==> src/ptx_pkg.sv <==
// ptx_pkg: shared constants for the phy transmit port and its mac-side driver
// assumes: both ends run on a 50 MHz ref_clk
package ptx_pkg;
  localparam int PTX_REF_CLK_KHZ = 50000;
  localparam int PTX_CLK_100_KHZ = 25000;
  localparam int PTX_CLK_10_KHZ = 2500;
  // half periods of the transmit clock in ref_clk cycles
  localparam int PTX_HALF_100 = PTX_REF_CLK_KHZ / (2 * PTX_CLK_100_KHZ);
  localparam int PTX_HALF_10 = PTX_REF_CLK_KHZ / (2 * PTX_CLK_10_KHZ);
  localparam int PTX_DIV_W = 5;
  localparam int PTX_FIFO_DEPTH = 8;
  localparam int PTX_WORD_W = 7;
  localparam logic [4:0] PTX_CODE_HALT = 5'h04;
  localparam logic PTX_STRAP_MII = 1'b0;
  localparam logic PTX_STRAP_RMII = 1'b1;
  typedef enum logic {PTX_SPEED_10, PTX_SPEED_100} ptx_speed_t;
  function automatic logic [4:0] ptx_enc4b5b(input logic [3:0] n);
    case (n)
      4'h0: ptx_enc4b5b = 5'h1e;
      4'h1: ptx_enc4b5b = 5'h09;
      4'h2: ptx_enc4b5b = 5'h14;
      4'h3: ptx_enc4b5b = 5'h15;
      4'h4: ptx_enc4b5b = 5'h0a;
      4'h5: ptx_enc4b5b = 5'h0b;
      4'h6: ptx_enc4b5b = 5'h0e;
      4'h7: ptx_enc4b5b = 5'h0f;
      4'h8: ptx_enc4b5b = 5'h12;
      4'h9: ptx_enc4b5b = 5'h13;
      4'ha: ptx_enc4b5b = 5'h16;
      4'hb: ptx_enc4b5b = 5'h17;
      4'hc: ptx_enc4b5b = 5'h1a;
      4'hd: ptx_enc4b5b = 5'h1b;
      4'he: ptx_enc4b5b = 5'h1c;
      default: ptx_enc4b5b = 5'h1d;
    endcase
  endfunction
endpackage

==> src/ptx_if.sv <==
// ptx_if: mii/rmii transmit pins between mac and phy
// assumes: the bench resolves the shared error/interrupt pin from its enables
`timescale 1ns/100ps
interface ptx_if;
  logic tx_clk;
  logic tx_en;
  logic [3:0] txd;
  logic tx_er_o;
  logic tx_er_oe;
  logic irq_n_o;
  logic irq_n_oe;
  logic tx_er_pin;
  modport phy
  (
    input tx_en, txd, tx_er_pin,
    output tx_clk, irq_n_o, irq_n_oe
  );
  modport mac
  (
    input tx_clk, tx_er_pin,
    output tx_en, txd, tx_er_o, tx_er_oe
  );
endinterface

==> src/ptx_fifo.sv <==
// ptx_fifo: small synchronous fifo with valid/ready on both sides
// assumes: one clock for both sides
`timescale 1ns/100ps
module ptx_fifo #(
  parameter int WIDTH = 7,
  parameter int DEPTH = 8
)
(
  input wire logic ref_clk,
  input wire logic rst_b,
  input wire logic in_valid,
  output logic in_ready,
  input wire logic [WIDTH-1:0] in_data,
  output logic out_valid,
  input wire logic out_ready,
  output logic [WIDTH-1:0] out_data
);
  localparam int AW = $clog2(DEPTH);
  logic [WIDTH-1:0] mem [DEPTH];
  logic [AW-1:0] wr_ptr;
  logic [AW-1:0] rd_ptr;
  logic [AW:0] count;
  logic push;
  logic pop;
  assign in_ready = (count != (AW+1)'(DEPTH));
  assign out_valid = (count != '0);
  assign push = in_valid && in_ready;
  assign pop = out_valid && out_ready;
  assign out_data = mem[rd_ptr];
  always_ff @(posedge ref_clk)
  begin
    if (push)
    begin
      mem[wr_ptr] <= in_data;
    end
  end
  always_ff @(posedge ref_clk or negedge rst_b)
  begin
    if (!rst_b)
    begin
      wr_ptr <= '0;
      rd_ptr <= '0;
      count <= '0;
    end
    else
    begin
      if (push)
      begin
        wr_ptr <= (wr_ptr == AW'(DEPTH-1)) ? '0 : wr_ptr + 1'b1;
      end
      if (pop)
      begin
        rd_ptr <= (rd_ptr == AW'(DEPTH-1)) ? '0 : rd_ptr + 1'b1;
      end
      count <= count + (AW+1)'(push) - (AW+1)'(pop);
    end
  end
endmodule

==> src/ptx_phy.sv <==
// ptx_phy: phy end of the transmit port; makes tx_clk in mii mode, samples mac data,
// encodes 4b/5b into a fifo toward the line side; in rmii mode pushes raw dibits
// assumes: mac pins arrive asynchronously; straps are stable at reset release
`timescale 1ns/100ps
module ptx_phy
  import ptx_pkg::*;
#(
  parameter int FIFO_DEPTH = PTX_FIFO_DEPTH
)
(
  input wire logic ref_clk,
  input wire logic rst_b,
  ptx_if.phy pins,
  input wire logic reduced_interface_select_strap,
  input wire logic interrupt_pin_select_strap,
  input wire logic speed_100,
  input wire logic symbol_mode,
  input wire logic irq_req,
  output logic rmii_mode,
  output logic irq_mode,
  output logic sym_valid,
  input wire logic sym_ready,
  output logic [4:0] sym_data,
  output logic sym_err,
  output logic sym_last,
  output logic overflow
);
  // ----------------------------------------------------------------
  // strap capture after reset release
  // ----------------------------------------------------------------
  // straps settle through two flops while reset is held, so capture reads a
  // clean level at the first edge after release
  logic [1:0] strap_s1;
  logic [1:0] strap_s2;
  always_ff @(posedge ref_clk)
  begin
    strap_s1 <= {interrupt_pin_select_strap, reduced_interface_select_strap};
    strap_s2 <= strap_s1;
  end
  logic straps_taken;
  always_ff @(posedge ref_clk or negedge rst_b)
  begin
    if (!rst_b)
    begin
      straps_taken <= 1'b0;
      rmii_mode <= 1'b0;
      irq_mode <= 1'b0;
    end
    else if (!straps_taken)
    begin
      straps_taken <= 1'b1;
      rmii_mode <= (strap_s2[0] == PTX_STRAP_RMII);
      irq_mode <= strap_s2[1];
    end
  end
  // ----------------------------------------------------------------
  // transmit clock divider
  // ----------------------------------------------------------------
  logic [PTX_DIV_W-1:0] div_cnt;
  logic clk_out;
  logic [PTX_DIV_W-1:0] half;
  assign half = speed_100 ? PTX_DIV_W'(PTX_HALF_100 - 1) : PTX_DIV_W'(PTX_HALF_10 - 1);
  always_ff @(posedge ref_clk or negedge rst_b)
  begin
    if (!rst_b)
    begin
      div_cnt <= '0;
      clk_out <= 1'b0;
    end
    else if (div_cnt >= half)
    begin
      div_cnt <= '0;
      clk_out <= !clk_out;
    end
    else
    begin
      div_cnt <= div_cnt + 1'b1;
    end
  end
  assign pins.tx_clk = rmii_mode ? 1'b0 : clk_out;
  // rising edge of our own clock; mac changes pins on it, so sample on next rise
  logic rise;
  assign rise = (div_cnt >= half) && !clk_out;
  // ----------------------------------------------------------------
  // input synchronisers
  // ----------------------------------------------------------------
  logic [5:0] sync1;
  logic [5:0] sync2;
  always_ff @(posedge ref_clk or negedge rst_b)
  begin
    if (!rst_b)
    begin
      sync1 <= '0;
      sync2 <= '0;
    end
    else
    begin
      sync1 <= {pins.tx_er_pin, pins.tx_en, pins.txd};
      sync2 <= sync1;
    end
  end
  // ----------------------------------------------------------------
  // sampling and encoding
  // ----------------------------------------------------------------
  logic s_en;
  logic s_er;
  logic [3:0] s_d;
  logic er_used;
  logic was_en;
  logic take;
  logic [PTX_WORD_W-1:0] word;
  logic fifo_ready;
  assign s_d = sync2[3:0];
  assign s_en = sync2[4];
  assign s_er = sync2[5];
  // at 10 mbps the pin is dropped in every role, symbol mode included
  assign er_used = !rmii_mode && !irq_mode && speed_100 && s_er;
  assign take = rmii_mode ? 1'b1 : rise;
  always_comb
  begin
    word = '0;
    if (rmii_mode)
    begin
      word = {2'b00, 3'b000, s_d[1:0]};
    end
    else if (symbol_mode)
    begin
      word = {2'b00, er_used, s_d};
    end
    else if (er_used && speed_100)
    begin
      word = {2'b01, PTX_CODE_HALT};
    end
    else
    begin
      word = {2'b00, ptx_enc4b5b(s_d)};
    end
  end
  always_ff @(posedge ref_clk or negedge rst_b)
  begin
    if (!rst_b)
    begin
      was_en <= 1'b0;
      overflow <= 1'b0;
    end
    else if (take && straps_taken)
    begin
      was_en <= s_en;
      if (s_en && !fifo_ready)
      begin
        overflow <= 1'b1;
      end
    end
  end
  logic push_valid;
  logic [PTX_WORD_W-1:0] push_word;
  // end of frame pushes a marker word carrying only the last flag
  assign push_valid = take && straps_taken && (s_en || was_en);
  assign push_word = s_en ? word : {1'b1, 6'h00};
  logic [PTX_WORD_W-1:0] out_word;
  ptx_fifo #(.WIDTH(PTX_WORD_W), .DEPTH(FIFO_DEPTH)) u_fifo
  (
    .ref_clk(ref_clk),
    .rst_b(rst_b),
    .in_valid(push_valid),
    .in_ready(fifo_ready),
    .in_data(push_word),
    .out_valid(sym_valid),
    .out_ready(sym_ready),
    .out_data(out_word)
  );
  assign sym_data = out_word[4:0];
  assign sym_err = out_word[5];
  assign sym_last = out_word[6];
  // ----------------------------------------------------------------
  // interrupt output on the shared pin
  // ----------------------------------------------------------------
  logic irq_q;
  always_ff @(posedge ref_clk or negedge rst_b)
  begin
    if (!rst_b)
    begin
      irq_q <= 1'b0;
    end
    else
    begin
      irq_q <= irq_req;
    end
  end
  // open drain: drive low only, external pull-up gives the high level
  assign pins.irq_n_o = 1'b0;
  assign pins.irq_n_oe = irq_mode && irq_q;
endmodule

==> src/flat_wrapper.sv <==
// flat-port wrapper written by rule: the top's interface ports become plain ports
module ptx_phy_flat import ptx_pkg::*;
#(
  parameter int FIFO_DEPTH = PTX_FIFO_DEPTH
)
  (ref_clk, rst_b, reduced_interface_select_strap, interrupt_pin_select_strap, speed_100, symbol_mode, irq_req, rmii_mode, irq_mode, sym_valid, sym_ready, sym_data, sym_err, sym_last, overflow, pins_tx_en, pins_txd, pins_tx_er_pin, pins_tx_clk, pins_irq_n_o, pins_irq_n_oe);
  ptx_if pins_i ();
  input wire logic ref_clk;
  input wire logic rst_b;
  input wire logic reduced_interface_select_strap;
  input wire logic interrupt_pin_select_strap;
  input wire logic speed_100;
  input wire logic symbol_mode;
  input wire logic irq_req;
  output logic rmii_mode;
  output logic irq_mode;
  output logic sym_valid;
  input wire logic sym_ready;
  output logic [4:0] sym_data;
  output logic sym_err;
  output logic sym_last;
  output logic overflow;
  input wire logic [$bits(pins_i.tx_en)-1:0] pins_tx_en;
  input wire logic [$bits(pins_i.txd)-1:0] pins_txd;
  input wire logic [$bits(pins_i.tx_er_pin)-1:0] pins_tx_er_pin;
  output wire logic [$bits(pins_i.tx_clk)-1:0] pins_tx_clk;
  output wire logic [$bits(pins_i.irq_n_o)-1:0] pins_irq_n_o;
  output wire logic [$bits(pins_i.irq_n_oe)-1:0] pins_irq_n_oe;
  assign pins_i.tx_en = pins_tx_en;
  assign pins_i.txd = pins_txd;
  assign pins_i.tx_er_pin = pins_tx_er_pin;
  assign pins_tx_clk = pins_i.tx_clk;
  assign pins_irq_n_o = pins_i.irq_n_o;
  assign pins_irq_n_oe = pins_i.irq_n_oe;
  ptx_phy #(.FIFO_DEPTH(FIFO_DEPTH)) u_core (.ref_clk(ref_clk), .rst_b(rst_b), .pins(pins_i), .reduced_interface_select_strap(reduced_interface_select_strap), .interrupt_pin_select_strap(interrupt_pin_select_strap), .speed_100(speed_100), .symbol_mode(symbol_mode), .irq_req(irq_req), .rmii_mode(rmii_mode), .irq_mode(irq_mode), .sym_valid(sym_valid), .sym_ready(sym_ready), .sym_data(sym_data), .sym_err(sym_err), .sym_last(sym_last), .overflow(overflow));
endmodule
==> config.mk <==
export PLATFORM = sky130hd
export DESIGN_NAME = ptx_phy_flat
export DESIGN_NICKNAME = d
export VERILOG_FILES = /design/src/ptx_pkg.sv /design/src/ptx_if.sv /design/src/ptx_fifo.sv /design/src/ptx_phy.sv /design/src/flat_wrapper.sv
export SDC_FILE = /design/constraint.sdc
export NUM_CORES = 1
export LEC_CHECK = 0
export BUFFER_PORTS_ARGS = -buffer_cell sky130_fd_sc_hd__buf_2
export CAP_MARGIN = 0
export CORE_MARGIN = 5
export CORE_UTILIZATION = 50
export CTS_CLUSTER_SIZE = 20
export DETAILED_ROUTE_END_ITERATION = 10
export GPL_TIMING_DRIVEN = 0
export PLACE_DENSITY = 0.78
export SYNTH_ARGS = -nofsm -noshare
export SYNTH_HDL_FRONTEND = slang
export SYNTH_SLANG_ARGS = --single-unit
==> constraint.sdc <==
create_clock -name ref_clk -period 2.4 [get_ports ref_clk]
set_clock_uncertainty 0.1 [all_clocks]
set_input_delay 0.12 -clock ref_clk [delete_from_list [all_inputs] [get_ports ref_clk]]
set_output_delay 0.12 -clock ref_clk [all_outputs]
set_load 0.02 [all_outputs]
==> metrics.log, run 1 <==
INFO  metric run_status = complete, no violations
INFO  metric power.density_cell_area = 1065 nW/um2
INFO  metric globalRoute.totalOverflow = 0
INFO  metric total_power_consumption_of_the_routed_design = 5.002 mW
INFO  metric finalSetupViolCount = 0
INFO  metric share_seq_of_total_power = 44.0%
INFO  metric clock_power_share = 22.6%
INFO  metric worst_setup_path_end_kind = flop
INFO  metric global_route_wire_length_before_repair = roughly 11 mm
INFO  metric source_to_sink_clock_delay_at_the_later_pin_of_the_worst_skew_pair = 0.35 ns
INFO  metric synth_warnings = 0
INFO  metric slew_headroom = around half
INFO  metric avgViaCountPerCell = 5.206
INFO  metric grt_start_max_net_pins = 35
INFO  metric synth_top_family_by_area = multiplexers
INFO  metric drt_first_pass_iters = 4
INFO  metric num-nets-final = 314
INFO  metric power_leakage = 1.858 nW
INFO  metric die_y = 97.82 um
INFO  metric n_fill_cell = 570
INFO  metric start_kind = flop
INFO  metric clockBufferDepth = 2
INFO  metric dr_total_vias = 2046
INFO  metric synth_compound_gate_area_share = 2.239%
INFO  metric buffer_ports.inserted = 25
INFO  metric peakVddDrop = 0.4571 mV
INFO  metric placement.cell_area = 4128 um2
INFO  metric synth-main-ff-cell = sky130_fd_sc_hd__edfxtp_1
INFO  metric synthArstFlopShare = 36.17%
INFO  metric netSwitchingFraction = 32.07%
INFO  metric pin_count = 28
INFO  metric adder_and_majority_cell_fraction_of_the_synthesized_area = 4.737%
INFO  metric number_of_antenna_violations_at_the_first_check_in_global_routing = 0
INFO  metric cts.clk_slew.worst_paths = 0.08 ns
INFO  metric place_inst = around 360
INFO  metric max_cap_viol_count = 0
INFO  metric synth-edff-count = 56
INFO  metric synthMuxAreaShare = between 10% and 20%
INFO  metric first_global_vias = around 2200
INFO  metric layout_min_cycle_time = 2.377 ns
INFO  metric synth.ff_latch_count = 94
INFO  metric fin_hold_ws = around 0.11 ns
INFO  metric ant_nets = 0
INFO  metric number_of_pins_exceeding_their_max_slew_limit_in_the_final_report = 0
INFO  metric arrival = 2.50 ns
INFO  metric tritoncts = yes
INFO  metric antenna_cells_inserted = 0
INFO  metric synth.lib_cells_used.distinct = 37
INFO  metric initialDrtViolationCount = 84
INFO  metric final_area = around 4700 um2
INFO  metric layout-area-overhead-vs-synth = 21.84%
INFO  metric chip_width = between 90 and 100 um
INFO  metric syn_area = around 3900 um2
INFO  metric netlist.area_leader.share = 43.61%
INFO  metric share_of_the_core_filled_with_cells_in_the_final_layout = 61.76%
INFO  metric grt.total_usage = 14.76%
INFO  metric final-instance-count-excl-fill = 393
INFO  metric comb_power_share = 33.4%
INFO  metric synth_top_cells_by_area = sky130_fd_sc_hd__edfxtp_1 (44%), sky130_fd_sc_hd__dfrtp_1 (22%), sky130_fd_sc_hd__mux4_1 (9.5%), sky130_fd_sc_hd__mux2_2 (4.7%), sky130_fd_sc_hd__ha_1 (4.2%)
INFO  metric ctsHtreeMaxLevel = 3
INFO  metric cts-root-buf = sky130_fd_sc_hd__clkbuf_8
INFO  metric finalWeightedCongestion = between 0.8 and 0.9
INFO  metric rsz0062_at_grt = yes
INFO  metric synth_nets = 258
INFO  metric fmax = 420.6 MHz
INFO  metric timing.hold.worst.class = input pin to flop
INFO  metric post-synth-top-count-cell = sky130_fd_sc_hd__edfxtp_1
INFO  metric drcViolationCount = 0
INFO  metric synth_top_cells_by_count = sky130_fd_sc_hd__edfxtp_1 (56), sky130_fd_sc_hd__dfrtp_1 (34), sky130_fd_sc_hd__mux2_2 (16)
INFO  metric synthSimpleGateAreaFrac = 7.463%
INFO  metric fp.coreArea = 7607 um2
INFO  metric cts.sink_count = 94
INFO  metric dp_hpwl = 4.244 mm
INFO  metric die_area = 9569 um2
INFO  metric floorplan.initialDensity = 50.69%
INFO  metric rows = 32
INFO  metric internal_power = 3.398 mW
INFO  metric finalWirelength = 6.796 mm
INFO  metric synth_area_leader_cell = sky130_fd_sc_hd__edfxtp_1
INFO  metric avgSynthCellArea = 16.77 um2
INFO  metric timing.final.hold_violations = 0
INFO  metric timing_worst_slew_pin_value = 0.7537 ns
INFO  metric cp_max_fo = 4
INFO  metric tritoncts.num_buffers = 9
INFO  metric crit_type = flop to flop
INFO  metric finalCritPeriodShare = just under 100%
INFO  metric syn-instance-count = 230
INFO  metric ys_seq_area_share = 67.75%
INFO  metric layout-drive-gt1-share = 30.93%
INFO  metric synthXorXnorAreaFrac = under 10%
INFO  metric route.detailed.wl_per_inst = 17.29 um
INFO  metric critPathRequiredTime = around 2.5 ns
INFO  metric power_dissipated_by_switching_net_loads = 1.604 mW
==> final cells by class <==
type                    instances  area, um2  area share, %
clock buffers                   9      123.9          2.636
flip-flops and latches         94       2613          55.61
repair buffers                 45      316.6          6.738
plain buffers                   6      51.30          1.092
inverters                      10      40.04         0.8522
clock inverters                 7      93.84          1.997
well taps                     102      127.6          2.716
multi-input cells             120       1333          28.36
==> what timing repair did <==
item,in CTS,in global routing
buffers inserted,6,4
endpoints found under the setup margin,59,40
hold buffers,10,0
gates resized for setup,26,4
pin swaps,6,9
endpoints found under the hold margin,43,0
==> routing by layer <==
metal	track usage [%]	wire, um	vias to the layer above
li1	-	-	981
met1	17.53	2844	1007
met2	25.86	3645	48
met3	2.643	213	10
met4	7.242	93	0
met5	0	0	-
==> state kept, by name, summed over array words and instances, names as in the netlist <==
register / cells
u_core.u_fifo.count: 4
u_core.u_fifo.wr_ptr: 3
u_core.strap_s2: 2
u_core.u_fifo.rd_ptr: 3
u_core.straps_taken: 1
u_core.was_en: 1
u_core.rmii_mode: 1
u_core.strap_s1: 2
u_core.irq_mode: 1
u_core.clk_out: 1
u_core.overflow: 1
u_core.div_cnt: 5
u_core.sync1: 6
u_core.sync2: 6
u_core.irq_q: 1
u_core.u_fifo.mem: 56
==> cell families after synthesis <==
logic type               after synthesis
multiplexers                          30
XOR/XNOR                               5
AND/OR/NAND/NOR                       55
AO/OA/AOI/OAI                         14
buffers and inverters                 16
other                                  2
adder cells (fa/ha/maj)               14
flip-flops                            94
==> critical path: stages (launching register included) <==
cell and delay [ns]:
sky130_fd_sc_hd__dfrtp_1 0.40, sky130_fd_sc_hd__inv_2 0.07, sky130_fd_sc_hd__ha_4 0.20, sky130_fd_sc_hd__nor4b_4 0.25, sky130_fd_sc_hd__o221ai_2 0.16, sky130_fd_sc_hd__nand2_2 0.14, sky130_fd_sc_hd__buf_6 0.12, sky130_fd_sc_hd__ha_4 0.18
sky130_fd_sc_hd__inv_2 0.06, sky130_fd_sc_hd__ha_4 0.14, sky130_fd_sc_hd__fa_2 0.42
==> power groups by stage <==
stage	registers, mW	logic [mW]	clock network [mW]
6_report	2.20	1.67	1.13
5_1_grt	2.23	1.85	1.22
4_1_cts	2.19	1.65	1.15
3_5_place_dp	2.18	1.47	0
3_3_place_gp	2.16	1.41	0
2_1_floorplan	2.13	1.10	0
==> worst paths after layout <==
kind                                             start                                  end  slack (ns)  cells after the start
setup / recovery           u_core.div_cnt[0]$_DFF_PN0_     u_core.u_fifo.count[1]$_DFF_PN0_        0.02                     10
hold / removal                               sym_ready  u_core.u_fifo.rd_ptr[1]$_DFFE_PN0P_        0.11                      3
setup reg to reg           u_core.div_cnt[0]$_DFF_PN0_     u_core.u_fifo.count[1]$_DFF_PN0_        0.02                     10
hold reg to reg             u_core.strap_s1[1]$_DFF_P_           u_core.strap_s2[1]$_DFF_P_        0.23                      0
max in group asynchronous                        rst_b  u_core.u_fifo.wr_ptr[2]$_DFFE_PN0P_        1.44                      2
min in group asynchronous                        rst_b            u_core.sync1[3]$_DFF_PN0_        0.27                      2
==> placed cells by master (no fill, tap or decap), types with 2 or more instances in the layout <==
master	instances
sky130_fd_sc_hd__buf_4	9
sky130_fd_sc_hd__inv_1	7
sky130_fd_sc_hd__inv_2	2
sky130_fd_sc_hd__xor2_1	4
sky130_fd_sc_hd__conb_1	2
sky130_fd_sc_hd__nor3b_4	2
sky130_fd_sc_hd__nor3_4	2
sky130_fd_sc_hd__and2_1	2
sky130_fd_sc_hd__buf_2	25
sky130_fd_sc_hd__nand3_1	3
sky130_fd_sc_hd__nor3_1	5
sky130_fd_sc_hd__a21oi_1	4
sky130_fd_sc_hd__mux4_1	14
sky130_fd_sc_hd__ha_4	4
sky130_fd_sc_hd__nand2_1	8
sky130_fd_sc_hd__dlygate4sd3_1	10
sky130_fd_sc_hd__o21ai_0	4
sky130_fd_sc_hd__clkbuf_8	9
sky130_fd_sc_hd__bufinv_16	2
sky130_fd_sc_hd__inv_6	2
sky130_fd_sc_hd__buf_12	2
sky130_fd_sc_hd__dfxtp_1	4
sky130_fd_sc_hd__dfrtp_1	34
sky130_fd_sc_hd__nand2b_1	3
sky130_fd_sc_hd__nor4b_4	3
sky130_fd_sc_hd__ha_1	9
sky130_fd_sc_hd__clkinv_1	2
sky130_fd_sc_hd__nor2b_1	6
sky130_fd_sc_hd__edfxtp_1	56
sky130_fd_sc_hd__nor2_1	14
sky130_fd_sc_hd__buf_6	2
sky130_fd_sc_hd__mux2_2	16
==> metrics by stage <==
step | setup slack [ns] | setup TNS, ns
2_1_floorplan | -0.01707 | -0.03725
3_3_place_gp | -0.5340 | -15.59
3_5_place_dp | -0.5670 | -15.87
4_1_cts | -0.04474 | -0.08919
5_1_grt | -0.09838 | -0.8743
6_report | 0.02271 | 0
Note: power is estimated with default switching activity, not from simulation.
==> inputs of run 2 (changes only) <==
--- a/config.mk
+++ b/config.mk
@@ -5,6 +5,7 @@
 export SDC_FILE = /design/constraint.sdc
 export NUM_CORES = 1
 export LEC_CHECK = 0
+export ABC_AREA = 1
 export BUFFER_PORTS_ARGS = -buffer_cell sky130_fd_sc_hd__buf_2
 export CAP_MARGIN = 0
 export CORE_MARGIN = 5
==> run 2 against run 1 <==
Effect of this change: wire length increased by 8.8%; sequential share of layout area increased by 1.5 points; first-iteration DRC count increased by 110%; combinational power about the same; worst hold slack improved by 0.034 ns; fmax increased by 1.7%; via count increased by 24%; count of clock-buffer cells in the layout increased by 3; final cell count increased by 28%; largest power group unchanged; highest routed layer unchanged.
==> metrics.log, run 2 <==
INFO  metric run_status = complete, no violations
INFO  metric num-nets-final = between 400 and 500
INFO  metric max_cap_viol_count = 0
INFO  metric total_power_consumption_of_the_routed_design = 4.858 mW
INFO  metric synth_top_family_by_area = simple AND/OR/NAND/NOR gates
INFO  metric dp_hpwl = 5.013 mm
INFO  metric global_route_wire_length_before_repair = 12.47 mm
INFO  metric top_library_cells_by_usage_in_the_layout_fill_and_taps_aside = sky130_fd_sc_hd__nor2_1 (59), sky130_fd_sc_hd__edfxtp_1 (56), sky130_fd_sc_hd__nand2_1 (43)
INFO  metric synthMuxAreaShare = less than 1%
INFO  metric slew_headroom = a little under two fifths
INFO  metric arrival = 2.47 ns
INFO  metric synth_nets = 373
INFO  metric critPathRequiredTime = 2.54 ns
INFO  metric cts.clk_slew.worst_paths = 0.09 ns
INFO  metric synthSimpleGateAreaFrac = 14.91%
INFO  metric grt.total_usage = approximately 16%
INFO  metric synthXorXnorAreaFrac = 0.8940%
INFO  metric max_ffs_per_register = between 50 and 60
INFO  metric synth_compound_gate_area_share = 7.822%
INFO  metric synth_top_cells_by_count = sky130_fd_sc_hd__nor2_1 (61), sky130_fd_sc_hd__edfxtp_1 (56), sky130_fd_sc_hd__nand2_1 (43)
INFO  metric timing.hold.worst.class = input pin to flop
INFO  metric tns = 0 ns
INFO  metric cts-root-buf = sky130_fd_sc_hd__clkbuf_8
INFO  metric tritoncts = yes
INFO  metric die_area = a little under 10000 um2
INFO  metric power_leakage = 1.901 nW
INFO  metric worst_setup_path_end_kind = flop
INFO  metric synth_warnings = 0
INFO  metric top_register = u_core.u_fifo.mem
INFO  metric avgViaCountPerCell = 5.048
INFO  metric cts.sink_count = 94
INFO  metric adder_and_majority_cell_fraction_of_the_synthesized_area = 4.662%
INFO  metric area_of_the_multi_input_gates = 1180 um2
INFO  metric layout-area-overhead-vs-synth = 16.73%
INFO  metric buffer_ports.inserted = 26
INFO  metric die_y = 98.53 um
INFO  metric met2_wirelength = 3.819 mm
INFO  metric rows = 32
INFO  metric dr_total_vias = 2544
INFO  metric finalCritPeriodShare = 97.36%
INFO  metric syn-instance-count = 345
INFO  metric drt_first_pass_iters = 4
INFO  metric fp.coreArea = 7687 um2
INFO  metric chip_width = 98.53 um
INFO  metric syn_area = 3919 um2
INFO  metric synthArstFlopShare = between 30 and 40%
INFO  metric netlist.area_leader.share = approximately 43%
INFO  metric timing.final.hold_violations = 0
INFO  metric synth_top_cells_by_area = sky130_fd_sc_hd__edfxtp_1 (43%), sky130_fd_sc_hd__dfrtp_1 (22%), sky130_fd_sc_hd__nor2_1 (5.8%), sky130_fd_sc_hd__o21ai_0 (4.5%), sky130_fd_sc_hd__ha_1 (4.2%)
INFO  metric ys_seq_area_share = 66.67%
INFO  metric initialDrtViolationCount = around 170
INFO  metric synth_area_leader_cell = sky130_fd_sc_hd__edfxtp_1
INFO  metric ctsHtreeMaxLevel = 3
INFO  metric number_of_pins_exceeding_their_max_slew_limit_in_the_final_report = 0
INFO  metric dr.max_layer_used = met4
INFO  metric route.detailed.wl_per_inst = 14.67 um
INFO  metric cp_max_fo = 9
INFO  metric antenna_cells_inserted = 0
INFO  metric post-synth-top-count-cell = sky130_fd_sc_hd__nor2_1
INFO  metric synth-main-ff-cell = sky130_fd_sc_hd__edfxtp_1
INFO  metric ff_latch_area = 2613 um2
INFO  metric clockBufferDepth = 2
INFO  metric number_of_antenna_violations_at_the_first_check_in_global_routing = 0
INFO  metric finalSetupViolCount = 0
INFO  metric timing_worst_slew_pin_value = 0.9260 ns
INFO  metric peakVddDrop = 0.6658 mV
INFO  metric synth-edff-count = 56
INFO  metric power.density_cell_area = 1062 nW/um2
INFO  metric rsz0062_at_grt = yes
INFO  metric top_regs = u_core.u_fifo.mem: 56 flops, u_core.sync1: 6 flops, u_core.sync2: 6 flops
INFO  metric avgSynthCellArea = 11.36 um2
INFO  metric routed_length_on_met1 = slightly above 3 mm
INFO  metric finalWeightedCongestion = 0.7995
INFO  metric drcViolationCount = 0
INFO  metric first_global_vias = 2656
INFO  metric met3RoutedLength = 376 um
INFO  metric source_to_sink_clock_delay_at_the_later_pin_of_the_worst_skew_pair = 0.35 ns
INFO  metric fmax = 428.0 MHz
INFO  metric postLayoutSetupSlackWorst = 0.06335 ns
INFO  metric ant_nets = 0
INFO  metric pin_count = 28
INFO  metric tritoncts.num_buffers = 9
INFO  metric fin_hold_ws = 0.1428 ns
INFO  metric grt_start_max_net_pins = 35
INFO  metric layout-drive-gt1-share = 18.16%
INFO  metric layout_min_cycle_time = roughly 2.3 ns
INFO  metric finalWirelength = 7.392 mm
INFO  metric crit_type = flop to flop
INFO  metric final_common_cell = sky130_fd_sc_hd__nor2_1
INFO  metric place_ws = -0.1900 ns
INFO  metric floorplan.initialDensity = 50.98%
INFO  metric synth.ff_latch_count = 94
INFO  metric globalRoute.totalOverflow = 0
INFO  metric synth.lib_cells_used.distinct = 33
INFO  metric n_fill_cell = 616
INFO  metric start_kind = flop
-- run 2: per-layer routing --
metal	GRT usage, %	vias to the layer above
li1	-	1263
met1	20.05	1209
met2	28.34	66
met3	3.185	6
met4	7.038	0
met5	0	-
-- run 2: timing repair --
action / in CTS / in global routing
endpoints found under the setup margin: 39 / 10
hold buffers: 10 / 0
buffers inserted: 3 / 3
pin swaps: 1 / 1
gates resized for setup: 2 / 6
hold endpoints to repair: 43 / 0
-- run 2: area by class of cell --
cell class / count / share of cell area, %
plain buffers: 10 / 1.204
clock buffers: 12 / 3.911
clock inverters: 4 / 0.7112
inverters: 30 / 2.462
multi-input cells: 210 / 25.79
flip-flops and latches: 94 / 57.11
well taps: 102 / 2.790
repair buffers: 42 / 6.018
-- run 2: final timing paths --
path,from,to,slack (ns),cells after the start
max in group asynchronous,rst_b,u_core.div_cnt[4]$_DFF_PN0_,1.43,2
min reg2reg,u_core.strap_s1[0]$_DFF_P_,u_core.strap_s2[0]$_DFF_P_,0.24,0
min,sym_ready,u_core.u_fifo.rd_ptr[2]$_DFFE_PN0P_,0.14,5
min in group asynchronous,rst_b,u_core.u_fifo.rd_ptr[0]$_DFFE_PN0P_,0.27,2
max reg2reg,u_core.div_cnt[0]$_DFF_PN0_,u_core.u_fifo.count[2]$_DFF_PN0_,0.06,14
max,u_core.div_cnt[0]$_DFF_PN0_,u_core.u_fifo.count[2]$_DFF_PN0_,0.06,14
-- run 2: metrics by stage --
step                cell area (um2)  util [%]  cells
floorplan                      3924         -    345
global placement               4182     54.39    473
detailed placement             4182     54.39    473
CTS                            4519     58.79    501
global route                   4574     59.51    504
finish                         4574     59.51    504
-- run 2: worst max-delay path, cell delays in order (launching register included) --
cell	delay (ns)
sky130_fd_sc_hd__dfrtp_1	0.38
sky130_fd_sc_hd__inv_1	0.05
sky130_fd_sc_hd__ha_1	0.26
sky130_fd_sc_hd__nor2_1	0.04
sky130_fd_sc_hd__nand2_1	0.06
sky130_fd_sc_hd__nand2_2	0.06
sky130_fd_sc_hd__nand2_4	0.07
sky130_fd_sc_hd__nand3_4	0.06
sky130_fd_sc_hd__nand2_4	0.11
sky130_fd_sc_hd__nand2_8	0.08
sky130_fd_sc_hd__ha_4	0.27
sky130_fd_sc_hd__inv_2	0.03
sky130_fd_sc_hd__ha_4	0.15
sky130_fd_sc_hd__fa_2	0.33
sky130_fd_sc_hd__xor2_1	0.15
-- run 2: power breakdown --
| part | switching, mW | total, mW | internal [mW] |
|---|---|---|---|
| Combinational | 1.08 | 1.69 | 0.618 |
| Sequential | 0.169 | 2.09 | 1.93 |
| Clock | 0.552 | 1.07 | 0.518 |
-- run 2: kinds of logic (layout without fill, tap and decap cells) --
group / Yosys count / count (layout)
compound gates: 56 / 56
xor+xnor: 4 / 4
fa+ha+maj: 14 / 14
buf+inv: 41 / 98
flops: 94 / 94
mux: 1 / 1
other cells: 2 / 2
simple gates: 133 / 133
